File: config.mk
export PLATFORM = sky130hd
export DESIGN_NAME = nic_top
export DESIGN_NICKNAME = d
export VERILOG_FILES = /design/src/rtl/nic_pkg.sv /design/src/rtl/nic_prio_mem.sv /design/src/rtl/nic_top.sv
export SDC_FILE = /design/constraint.sdc
export NUM_CORES = 2
export LEC_CHECK = 0
export ABC_AREA = 0
export BUFFER_PORTS_ARGS = -buffer_cell sky130_fd_sc_hd__clkbuf_2
export CORE_UTILIZATION = 43
export CTS_CLUSTER_DIAMETER = 60
export DETAILED_ROUTE_END_ITERATION = 10
export HOLD_SLACK_MARGIN = 0.02
export MAX_ROUTING_LAYER = met4
export SLEW_MARGIN = 0
export SYNTH_ARGS = -nofsm -noshare
export SYNTH_HDL_FRONTEND = slang
export SYNTH_SLANG_ARGS = --single-unit
export TNS_END_PERCENT = 100
File: constraint.sdc
create_clock -name sys_clk -period 81 [get_ports sys_clk]
set_clock_uncertainty 0.05 [all_clocks]
set_input_delay 8.1 -clock sys_clk [delete_from_list [all_inputs] [get_ports sys_clk]]
set_output_delay 8.1 -clock sys_clk [all_outputs]
set_load 0.01 [all_outputs]
File: src/rtl/nic_pkg.sv
// Shared constants and carrier types of the interrupt controller.
// Assumes one 20 MHz core clock and a private register port driven by the core.
package nic_pkg;

  // ==========================================================================
  // Sizes
  localparam int NIC_NUM_IRQ    = 33;
  localparam int NIC_PRIO_W     = 4;
  localparam int NIC_ID_W       = 6;
  localparam int NIC_PRIO_WORDS = 9;
  localparam int NIC_LANE_W     = 8;
  localparam int NIC_LANES      = 4;
  localparam int NIC_IDX_W      = 4;
  localparam int NIC_SUB_W      = 3;

  // ==========================================================================
  // Register map, byte addresses on the private peripheral bus
  localparam logic [31:0] NIC_ISE_BASE   = 32'he000e100;
  localparam logic [31:0] NIC_ICE_BASE   = 32'he000e180;
  localparam logic [31:0] NIC_ISP_BASE   = 32'he000e200;
  localparam logic [31:0] NIC_ICP_BASE   = 32'he000e280;
  localparam logic [31:0] NIC_ACT_BASE   = 32'he000e300;
  localparam logic [31:0] NIC_IPA_BASE   = 32'he000e400;
  localparam logic [31:0] NIC_IPA_END    = 32'he000e424;
  localparam logic [31:0] NIC_TRIG_ADDR  = 32'he000ef00;
  localparam logic [31:0] NIC_WORD_STEP  = 32'h00000004;
  localparam logic [31:0] NIC_REG_RESET  = 32'h00000000;
  localparam logic [1:0]  NIC_ALIGN_ZERO = 2'h0;

  // ==========================================================================
  // Carriers
  typedef struct packed {
    logic        sel;
    logic        write;
    logic        priv;
    logic [31:0] addr;
    logic [31:0] wdata;
    logic [3:0]  be;
  } nic_bus_req_t;

  typedef struct packed {
    logic                  valid;
    logic [NIC_ID_W-1:0]   num;
    logic [NIC_PRIO_W-1:0] prio;
  } nic_irq_req_t;

endpackage : nic_pkg

File: src/rtl/nic_prio_mem.sv
// Priority field store: one 4-bit field per interrupt, four fields per word.
// Assumes the caller has already checked privilege and address range.
`timescale 1ns/10ps
module nic_prio_mem
  import nic_pkg::*;
#(
  parameter int NUM = NIC_NUM_IRQ,
  parameter int W   = NIC_PRIO_W
) (
  input  wire logic                 sys_clk,
  input  wire logic                 arst_n,
  input  wire logic                 wr_en,
  input  wire logic [NIC_IDX_W-1:0] wr_idx,
  input  wire logic [3:0]           wr_be,
  input  wire logic [31:0]          wr_data,
  input  wire logic [NIC_IDX_W-1:0] rd_idx,
  output logic      [31:0]          rd_data_q,
  output logic      [NUM*W-1:0]     prio_flat
);

  logic [31:0] rd_data_d;

  // ==========================================================================
  // Fields, each written through its own byte lane
  for (genvar i = 0; i < NUM; i++) begin : g_field
    logic [W-1:0] field_q;
    logic [W-1:0] field_d;
    always_comb begin
      field_d = field_q;
      if (wr_en && (wr_idx == NIC_IDX_W'(i / NIC_LANES)) && wr_be[i % NIC_LANES]) begin
        field_d = wr_data[(i % NIC_LANES) * NIC_LANE_W +: W];
      end
    end
    always_ff @(posedge sys_clk or negedge arst_n) begin
      if (!arst_n) begin
        field_q <= '0;
      end else begin
        field_q <= field_d;
      end
    end
    assign prio_flat[i*W +: W] = field_q;
  end

  // ==========================================================================
  // Registered read port; unused lanes and upper nibbles read as zero
  always_comb begin
    rd_data_d = NIC_REG_RESET;
    for (int j = 0; j < NIC_LANES; j++) begin
      if ((int'(rd_idx) * NIC_LANES + j) < NUM) begin
        rd_data_d[j*NIC_LANE_W +: W] = prio_flat[(int'(rd_idx) * NIC_LANES + j) * W +: W];
      end
    end
  end

  always_ff @(posedge sys_clk or negedge arst_n) begin
    if (!arst_n) begin
      rd_data_q <= NIC_REG_RESET;
    end else begin
      rd_data_q <= rd_data_d;
    end
  end

endmodule : nic_prio_mem

File: src/rtl/nic_top.sv
// Interrupt controller: enable, pending and active state, priority arbitration.
// Assumes the core acknowledges the presented request and reports handler exit.
`timescale 1ns/10ps
module nic_top
  import nic_pkg::*;
#(
  parameter int NUM_IRQ = NIC_NUM_IRQ
) (
  input  wire logic                sys_clk,
  input  wire logic                arst_n,
  input  wire logic [NUM_IRQ-1:0]  irq_in,
  input  wire nic_bus_req_t        bus_req,
  input  wire logic                trig_unpriv_en,
  input  wire logic [NIC_SUB_W-1:0] sub_bits,
  input  wire logic                core_ack,
  input  wire logic                core_exit,
  input  wire logic [NIC_ID_W-1:0] core_exit_num,
  output logic      [31:0]         bus_rdata_q,
  output logic                     bus_rvalid_q,
  output logic                     bus_fault_q,
  output nic_irq_req_t             irq_out_q
);

  localparam logic [NUM_IRQ-1:0] ONE = NUM_IRQ'(1);

  // ==========================================================================
  // Input synchronisers: a level is accepted once stages two and three agree
  logic [NUM_IRQ-1:0] s1_q, s2_q, s3_q, lvl_q, lvl_d, rise;

  always_comb begin
    lvl_d = (s2_q & s3_q) | (lvl_q & (s2_q | s3_q));
    rise  = lvl_d & ~lvl_q;
  end

  always_ff @(posedge sys_clk or negedge arst_n) begin
    if (!arst_n) begin
      s1_q  <= '0;
      s2_q  <= '0;
      s3_q  <= '0;
      lvl_q <= '0;
    end else begin
      s1_q  <= irq_in;
      s2_q  <= s1_q;
      s3_q  <= s2_q;
      lvl_q <= lvl_d;
    end
  end

  // ==========================================================================
  // Register port decode
  logic               acc_ok, wr_ok, rd_ok, hi_word, trig_ok, ipa_hit, mapped;
  logic               hit_ise, hit_ice, hit_isp, hit_icp, hit_act;
  logic [31:0]        wmask, ipa_off;
  logic [NUM_IRQ-1:0] wbits, trig_vec;
  logic [63:0]        wide;

  function automatic logic grp_hit(input logic [31:0] a, input logic [31:0] base);
    return (a == base) || (a == base + NIC_WORD_STEP);
  endfunction : grp_hit

  function automatic logic [31:0] word_of(input logic [NUM_IRQ-1:0] v, input logic hi);
    logic [63:0] w;
    w = {{(64-NUM_IRQ){1'b0}}, v};
    return hi ? w[63:32] : w[31:0];
  endfunction : word_of

  always_comb begin
    acc_ok  = bus_req.sel && bus_req.priv;
    wr_ok   = acc_ok && bus_req.write;
    rd_ok   = acc_ok && !bus_req.write;
    hi_word = bus_req.addr[2];
    hit_ise = grp_hit(bus_req.addr, NIC_ISE_BASE);
    hit_ice = grp_hit(bus_req.addr, NIC_ICE_BASE);
    hit_isp = grp_hit(bus_req.addr, NIC_ISP_BASE);
    hit_icp = grp_hit(bus_req.addr, NIC_ICP_BASE);
    hit_act = grp_hit(bus_req.addr, NIC_ACT_BASE);
    ipa_off = bus_req.addr - NIC_IPA_BASE;
    ipa_hit = (bus_req.addr >= NIC_IPA_BASE) && (bus_req.addr < NIC_IPA_END)
              && (bus_req.addr[1:0] == NIC_ALIGN_ZERO);
    mapped  = hit_ise || hit_ice || hit_isp || hit_icp || hit_act || ipa_hit;
    wmask   = bus_req.wdata & {{8{bus_req.be[3]}}, {8{bus_req.be[2]}},
                               {8{bus_req.be[1]}}, {8{bus_req.be[0]}}};
    wide    = hi_word ? {wmask, 32'h00000000} : {32'h00000000, wmask};
    wbits   = wide[NUM_IRQ-1:0];
    // Software trigger may be opened to unprivileged code by trig_unpriv_en.
    trig_ok = bus_req.sel && bus_req.write && (bus_req.addr == NIC_TRIG_ADDR)
              && (bus_req.priv || trig_unpriv_en);
    trig_vec = '0;
    if (trig_ok && (int'(bus_req.wdata[NIC_ID_W-1:0]) < NUM_IRQ)) begin
      trig_vec = ONE << bus_req.wdata[NIC_ID_W-1:0];
    end
  end

  // ==========================================================================
  // Enable, pending and active state
  logic [NUM_IRQ-1:0] en_q, en_d, pend_q, pend_d, act_q, act_d;
  logic [NUM_IRQ-1:0] ack_vec, exit_vec, hw_set, en_set, en_clr, sw_set, sw_clr;
  logic               take;

  always_comb begin
    take     = core_ack && irq_out_q.valid;
    ack_vec  = take ? (ONE << irq_out_q.num) : '0;
    exit_vec = core_exit ? (ONE << core_exit_num) : '0;
    en_set   = (wr_ok && hit_ise) ? wbits : '0;
    en_clr   = (wr_ok && hit_ice) ? wbits : '0;
    sw_set   = (wr_ok && hit_isp) ? wbits : '0;
    sw_clr   = (wr_ok && hit_icp) ? wbits : '0;
    // A held level re-pends only while the interrupt is not being serviced.
    hw_set   = rise | (lvl_q & ~act_q & ~ack_vec);
    en_d     = (en_q | en_set) & ~en_clr;
    // New events win over a clear arriving in the same cycle.
    pend_d   = (pend_q & ~sw_clr & ~ack_vec) | hw_set | sw_set | trig_vec;
    act_d    = (act_q | ack_vec) & ~exit_vec;
  end

  always_ff @(posedge sys_clk or negedge arst_n) begin
    if (!arst_n) begin
      en_q   <= '0;
      pend_q <= '0;
      act_q  <= '0;
    end else begin
      en_q   <= en_d;
      pend_q <= pend_d;
      act_q  <= act_d;
    end
  end

  // ==========================================================================
  // Priority store
  logic [NUM_IRQ*NIC_PRIO_W-1:0] prio_flat;
  logic [31:0]                   prio_rd;

  nic_prio_mem #(
    .NUM (NUM_IRQ),
    .W   (NIC_PRIO_W)
  ) nic_prio_mem_inst (
    .sys_clk   (sys_clk),
    .arst_n    (arst_n),
    .wr_en     (wr_ok && ipa_hit),
    .wr_idx    (ipa_off[NIC_IDX_W+1:2]),
    .wr_be     (bus_req.be),
    .wr_data   (bus_req.wdata),
    .rd_idx    (ipa_off[NIC_IDX_W+1:2]),
    .rd_data_q (prio_rd),
    .prio_flat (prio_flat)
  );

  // ==========================================================================
  // Arbitration: priorities are read live from the store every cycle
  logic                  best_ok, any_act, preempt;
  logic [NIC_ID_W-1:0]   best_num;
  logic [NIC_PRIO_W-1:0] best_prio, run_grp, p;
  nic_irq_req_t          irq_out_d;

  always_comb begin
    best_ok   = 1'b0;
    best_num  = '0;
    best_prio = '0;
    any_act   = 1'b0;
    run_grp   = '0;
    p         = '0;
    for (int i = 0; i < NUM_IRQ; i++) begin
      p = prio_flat[i*NIC_PRIO_W +: NIC_PRIO_W];
      // Strict compare keeps the lowest number among equal priorities.
      if (pend_q[i] && en_q[i] && !act_q[i] && (!best_ok || (p < best_prio))) begin
        best_ok   = 1'b1;
        best_num  = NIC_ID_W'(i);
        best_prio = p;
      end
      if (act_q[i] && (!any_act || ((p >> sub_bits) < run_grp))) begin
        any_act = 1'b1;
        run_grp = p >> sub_bits;
      end
    end
    // Only a strictly more urgent group may interrupt a running handler.
    preempt         = best_ok && (!any_act || ((best_prio >> sub_bits) < run_grp));
    irq_out_d.valid = preempt && !take;
    irq_out_d.num   = best_num;
    irq_out_d.prio  = best_prio;
  end

  always_ff @(posedge sys_clk or negedge arst_n) begin
    if (!arst_n) begin
      irq_out_q <= '0;
    end else begin
      irq_out_q <= irq_out_d;
    end
  end

  // ==========================================================================
  // Read path: two cycles, so priority words can come from the store's register
  logic        rd_s1_q, rd_s1_d, rd_prio_q, rd_prio_d, fault_d;
  logic [31:0] rd_word_q, rd_word_d, rdata_d;

  always_comb begin
    rd_s1_d   = bus_req.sel && !bus_req.write;
    rd_prio_d = rd_ok && ipa_hit;
    rd_word_d = NIC_REG_RESET;
    if (rd_ok && (hit_ise || hit_ice)) begin
      rd_word_d = word_of(en_q, hi_word);
    end else if (rd_ok && (hit_isp || hit_icp)) begin
      rd_word_d = word_of(pend_q, hi_word);
    end else if (rd_ok && hit_act) begin
      rd_word_d = word_of(act_q, hi_word);
    end
    fault_d = bus_req.sel && !trig_ok && (!bus_req.priv || !mapped);
    rdata_d = rd_prio_q ? prio_rd : rd_word_q;
  end

  always_ff @(posedge sys_clk or negedge arst_n) begin
    if (!arst_n) begin
      rd_s1_q      <= 1'b0;
      rd_prio_q    <= 1'b0;
      rd_word_q    <= NIC_REG_RESET;
      bus_rdata_q  <= NIC_REG_RESET;
      bus_rvalid_q <= 1'b0;
      bus_fault_q  <= 1'b0;
    end else begin
      rd_s1_q      <= rd_s1_d;
      rd_prio_q    <= rd_prio_d;
      rd_word_q    <= rd_word_d;
      bus_rdata_q  <= rdata_d;
      bus_rvalid_q <= rd_s1_q;
      bus_fault_q  <= fault_d;
    end
  end
endmodule : nic_top

==> qor.csv <==
stage,metric,value,unit
floorplanning,die area,78500,um2
worst_setup_path,Worst Setup End Kind,flip-flop,
detailed_routing,M1 wire length,54500,um
timing,"Slew Viols, Final",0,
yosys,Ys Warns,0,
final_layout,register area,11500,um2
clock_tree,"Clk Latency, worst-skew pair",0.64,ns
timing,total negative slack,0,ns
clock_tree,CTS clock-pin slew for the worst setup and hold paths,0.06,ns
worst_setup_path,FF-to-FF setup slack,27.60,ns
timing,Final setup viols,0,
yosys,"Seq/Total Area, Yosys",34.4,%
yosys,syn avg cell area,8.80,um2
timing,fin crit share,66.5,%
worst_setup_path,worst r2r src,act_q[0]$_DFF_PN0_,
yosys,async set-reset flop share out of synthesis,100,%
placed_design,placed cell area,35000,um2
global_route,global route overflow,0,
power,power share of the combinational group,5.9,%
timing,final setup margin,27.11,ns
clock_tree,clk buf depth,3,
power,switching pwr,133,uW
timing,worst slew pin tran,1.17,ns
yosys,Synth Flop Type,dfrtp_1,
detailed_routing,Top Layer Used,met4,
yosys,area share of the largest cell type after synthesis,34.4,%
power,sequential share of power,44.7,%
clock_tree,Post-CTS Resized,0,
global_route,vias in the first global route,29200,
timing,slew margin rel.,22.2,%
run_status,status,"finished, final reports clean",
clock_tree,postcts setup bufs,0,
floorplanning,die height,280,um
timing,Fin. Hold Viols,0,
worst_setup_path,CP max-delay cell,inv_1,
floorplanning,DIE WIDTH,280,um
power,Power Dens Cells,14.3,nW/um2
yosys,Post-Synthesis Net Count,4044,
detailed_routing,drt drc,0,
placed_design,pre-CTS WS,27.42,ns
worst_setup_path,CP peak stage delay,0.65,ns
timing,RSZ-0062 raised after global routing,no,
clock_tree,hold buffers post-CTS,0,
yosys,Synth Register Bits,458,
floorplanning,core area,76300,um2
final_layout,Multi-input gate area,20600,um2
global_route,first-pass GRT wire length,187000,um
placed_design,placer congestion estimate,0.980,
floorplanning,Starting Density,43.6,%
detailed_routing,initial detailed-routing violation count,3513,
worst_setup_path,type of origin of the critical path,input pin,
floorplanning,Boundary Pins,163,
yosys,leading area contributor after synthesis,dfrtp_1,
hold_path,Hold Path Origin,s1_q[9]$_DFF_PN0_,
timing,post-layout min period,53.89,ns
yosys,Synth area leaders,"dfrtp_1, mux2_2, ha_1",
run,Max-Cap Viols,0,
power,Int Pwr,395,uW
detailed_routing,DR pass1 iterations,9,
worst_setup_path,critical path class,input pin to flip-flop,
final_layout,design area,36900,um2
final_layout,share of cells above drive strength 1,15.5,%
hold_path,hold endpoint,s2_q[9]$_DFF_PN0_,
timing,Max Fclk,18.6,MHz
clock_tree,clock sinks,458,
worst_setup_path,Worst path most repeated cell,ha_1,
detailed_routing,Post-Route WL,125000,um
clock_tree,htree depth,2,
worst_setup_path,WP data arrival,54.38,ns
global_route,largest net degree at the start of global routing,119,
power,switching share of total power,25.2,%
global_route,All-Layer GR Usage,32.5,%
global_route,initial antenna violation count,4,
yosys,distinct cell type count after synthesis,117,
yosys,top-count cell post-synth,nand2_1,
placed_design,dpl hpwl,93600,um
detailed_routing,wire per inst,25.4,um
clock_tree,clock root cell,clkbuf_16,
floorplanning,row count,101,
power,LEAKAGE,0.0161,uW
yosys,Mapped Area,33300,um2
detailed_routing,metal3 WL,12900,um
final_layout,Final Net Count,4106,
final_layout,number of fill cells in the layout,7388,
final_layout,Layout area overhead,10.8,%
detailed_routing,routed length on met2,52500,um
power,peak supply drop,0.0200,mV
hold_path,Hold Path Class,flip-flop to flip-flop,
worst_setup_path,WP data required,81.48,ns
detailed_routing,DR vias,31000,
yosys,Commonest cells post-synth,"nand2_1, dfrtp_1, nor2_1",
detailed_routing,drt via density,6.30,
yosys,"EDFF count, synth",0,
power,part of the power in the clock network,49.4,%
yosys,Post-Syn Instances,3783,
worst_setup_path,worst-path maximum fanout,23,
clock_tree,CTS tree,yes,
detailed_routing,"antenna viol nets, final",0,
worst_setup_path,R2R depth,253,
placed_design,count of input and output buffers,162,
worst_setup_path,RR Endpoint,irq_out_q[10]$_DFF_PN0_,
hold_path,Hold Crit Depth,0,
clock_tree,TritonCTS buffer count,53,
area by class of cell:
type | instances | area share (%)
clock inverter | 26 | 1.09
sequential | 458 | 31.1
clock buffer | 73 | 4.12
timing repair buffer | 199 | 3.00
multi-input combinational | 2996 | 55.8
antenna | 2 | 0.0136
tap | 1030 | 3.49
inverter | 137 | 1.39
layer usage:
| layer | vias up | global-route usage, % |
|---|---|---|
| li1 | 14200 | - |
| met1 | 15000 | 44.6 |
| met2 | 1528 | 46.7 |
| met3 | 263 | 7.33 |
| met4 | 0 | 11.6 |
| met5 | - | - |
kinds of logic after synthesis:
group,after synthesis,share of synthesized area [%]
xor+xnor,13,0.342
simple gates,1313,18.6
flops,458,34.4
fa+ha+maj,196,6.97
buf+inv,329,3.91
compound gates,1124,23.1
mux,350,12.7
cells in the final DEF, fill, tap and decap left out, types with 136 or more instances in the layout:
cell type  Yosys  final
ha_1         143    143
a21oi_1      228    228
clkbuf_2       4    159
a31oi_1      136    136
mux2_2       185    185
o21ai_0      209    209
nand2_1      475    475
inv_1        136    136
dfrtp_1      458    458
nor2_1       333    332
stage by stage:
step | std cells | utilization, % | hold WS [ns] | total power [uW]
after floorplan | 3783 | - | 0.281 | 254
after global placement | 4820 | 45.8 | 0.282 | 270
after detailed placement | 4820 | 45.8 | 0.285 | 271
after CTS | 4919 | 48.3 | 0.297 | 531
after global routing | 4920 | 48.3 | 0.300 | 543
final | 4921 | 48.3 | 0.294 | 528
state kept, by name (all words and copies together), names as in the netlist:
signal	flops
en_q	33
bus_fault_q	1
bus_rvalid_q	1
rd_word_q	32
s2_q	33
nic_prio_mem_inst.g_field.field_q	132
lvl_q	33
irq_out_q	11
nic_prio_mem_inst.rd_data_q	16
act_q	33
rd_prio_q	1
s3_q	33
pend_q	33
s1_q	33
rd_s1_q	1
bus_rdata_q	32
worst max-delay path, delay by kind of cell:
kind                       cells  cell delay [ns]
AOI/OAI and AO/OA            113            24.92
adders and majority gates     33             9.30
and+or+nand+nor               38             6.10
muxes                         12             4.24
buffers and inverters         10             1.66
power by group through the flow:
stage / sequential, uW / clock [uW] / combinational (uW)
after floorplan: 239 / 0 / 14.3
after global placement: 240 / 0 / 30.9
after detailed placement: 240 / 0 / 31.1
after CTS: 236 / 264 / 31.1
after global routing: 236 / 273 / 33.6
final: 236 / 261 / 31.4
worst max-delay path by stage:
stage	cells after the start	to	from
5_1_grt	208	irq_out_q[10]$_DFF_PN0_	sub_bits[2]
3_5_place_dp	205	irq_out_q[10]$_DFF_PN0_	sub_bits[2]
6_report	206	irq_out_q[10]$_DFF_PN0_	sub_bits[2]
2_1_floorplan	211	irq_out_q[10]$_DFF_PN0_	sub_bits[0]
3_3_place_gp	206	irq_out_q[10]$_DFF_PN0_	sub_bits[1]
4_1_cts	205	irq_out_q[10]$_DFF_PN0_	sub_bits[2]
No activity file was read; power rests on OpenSTA's default activity.
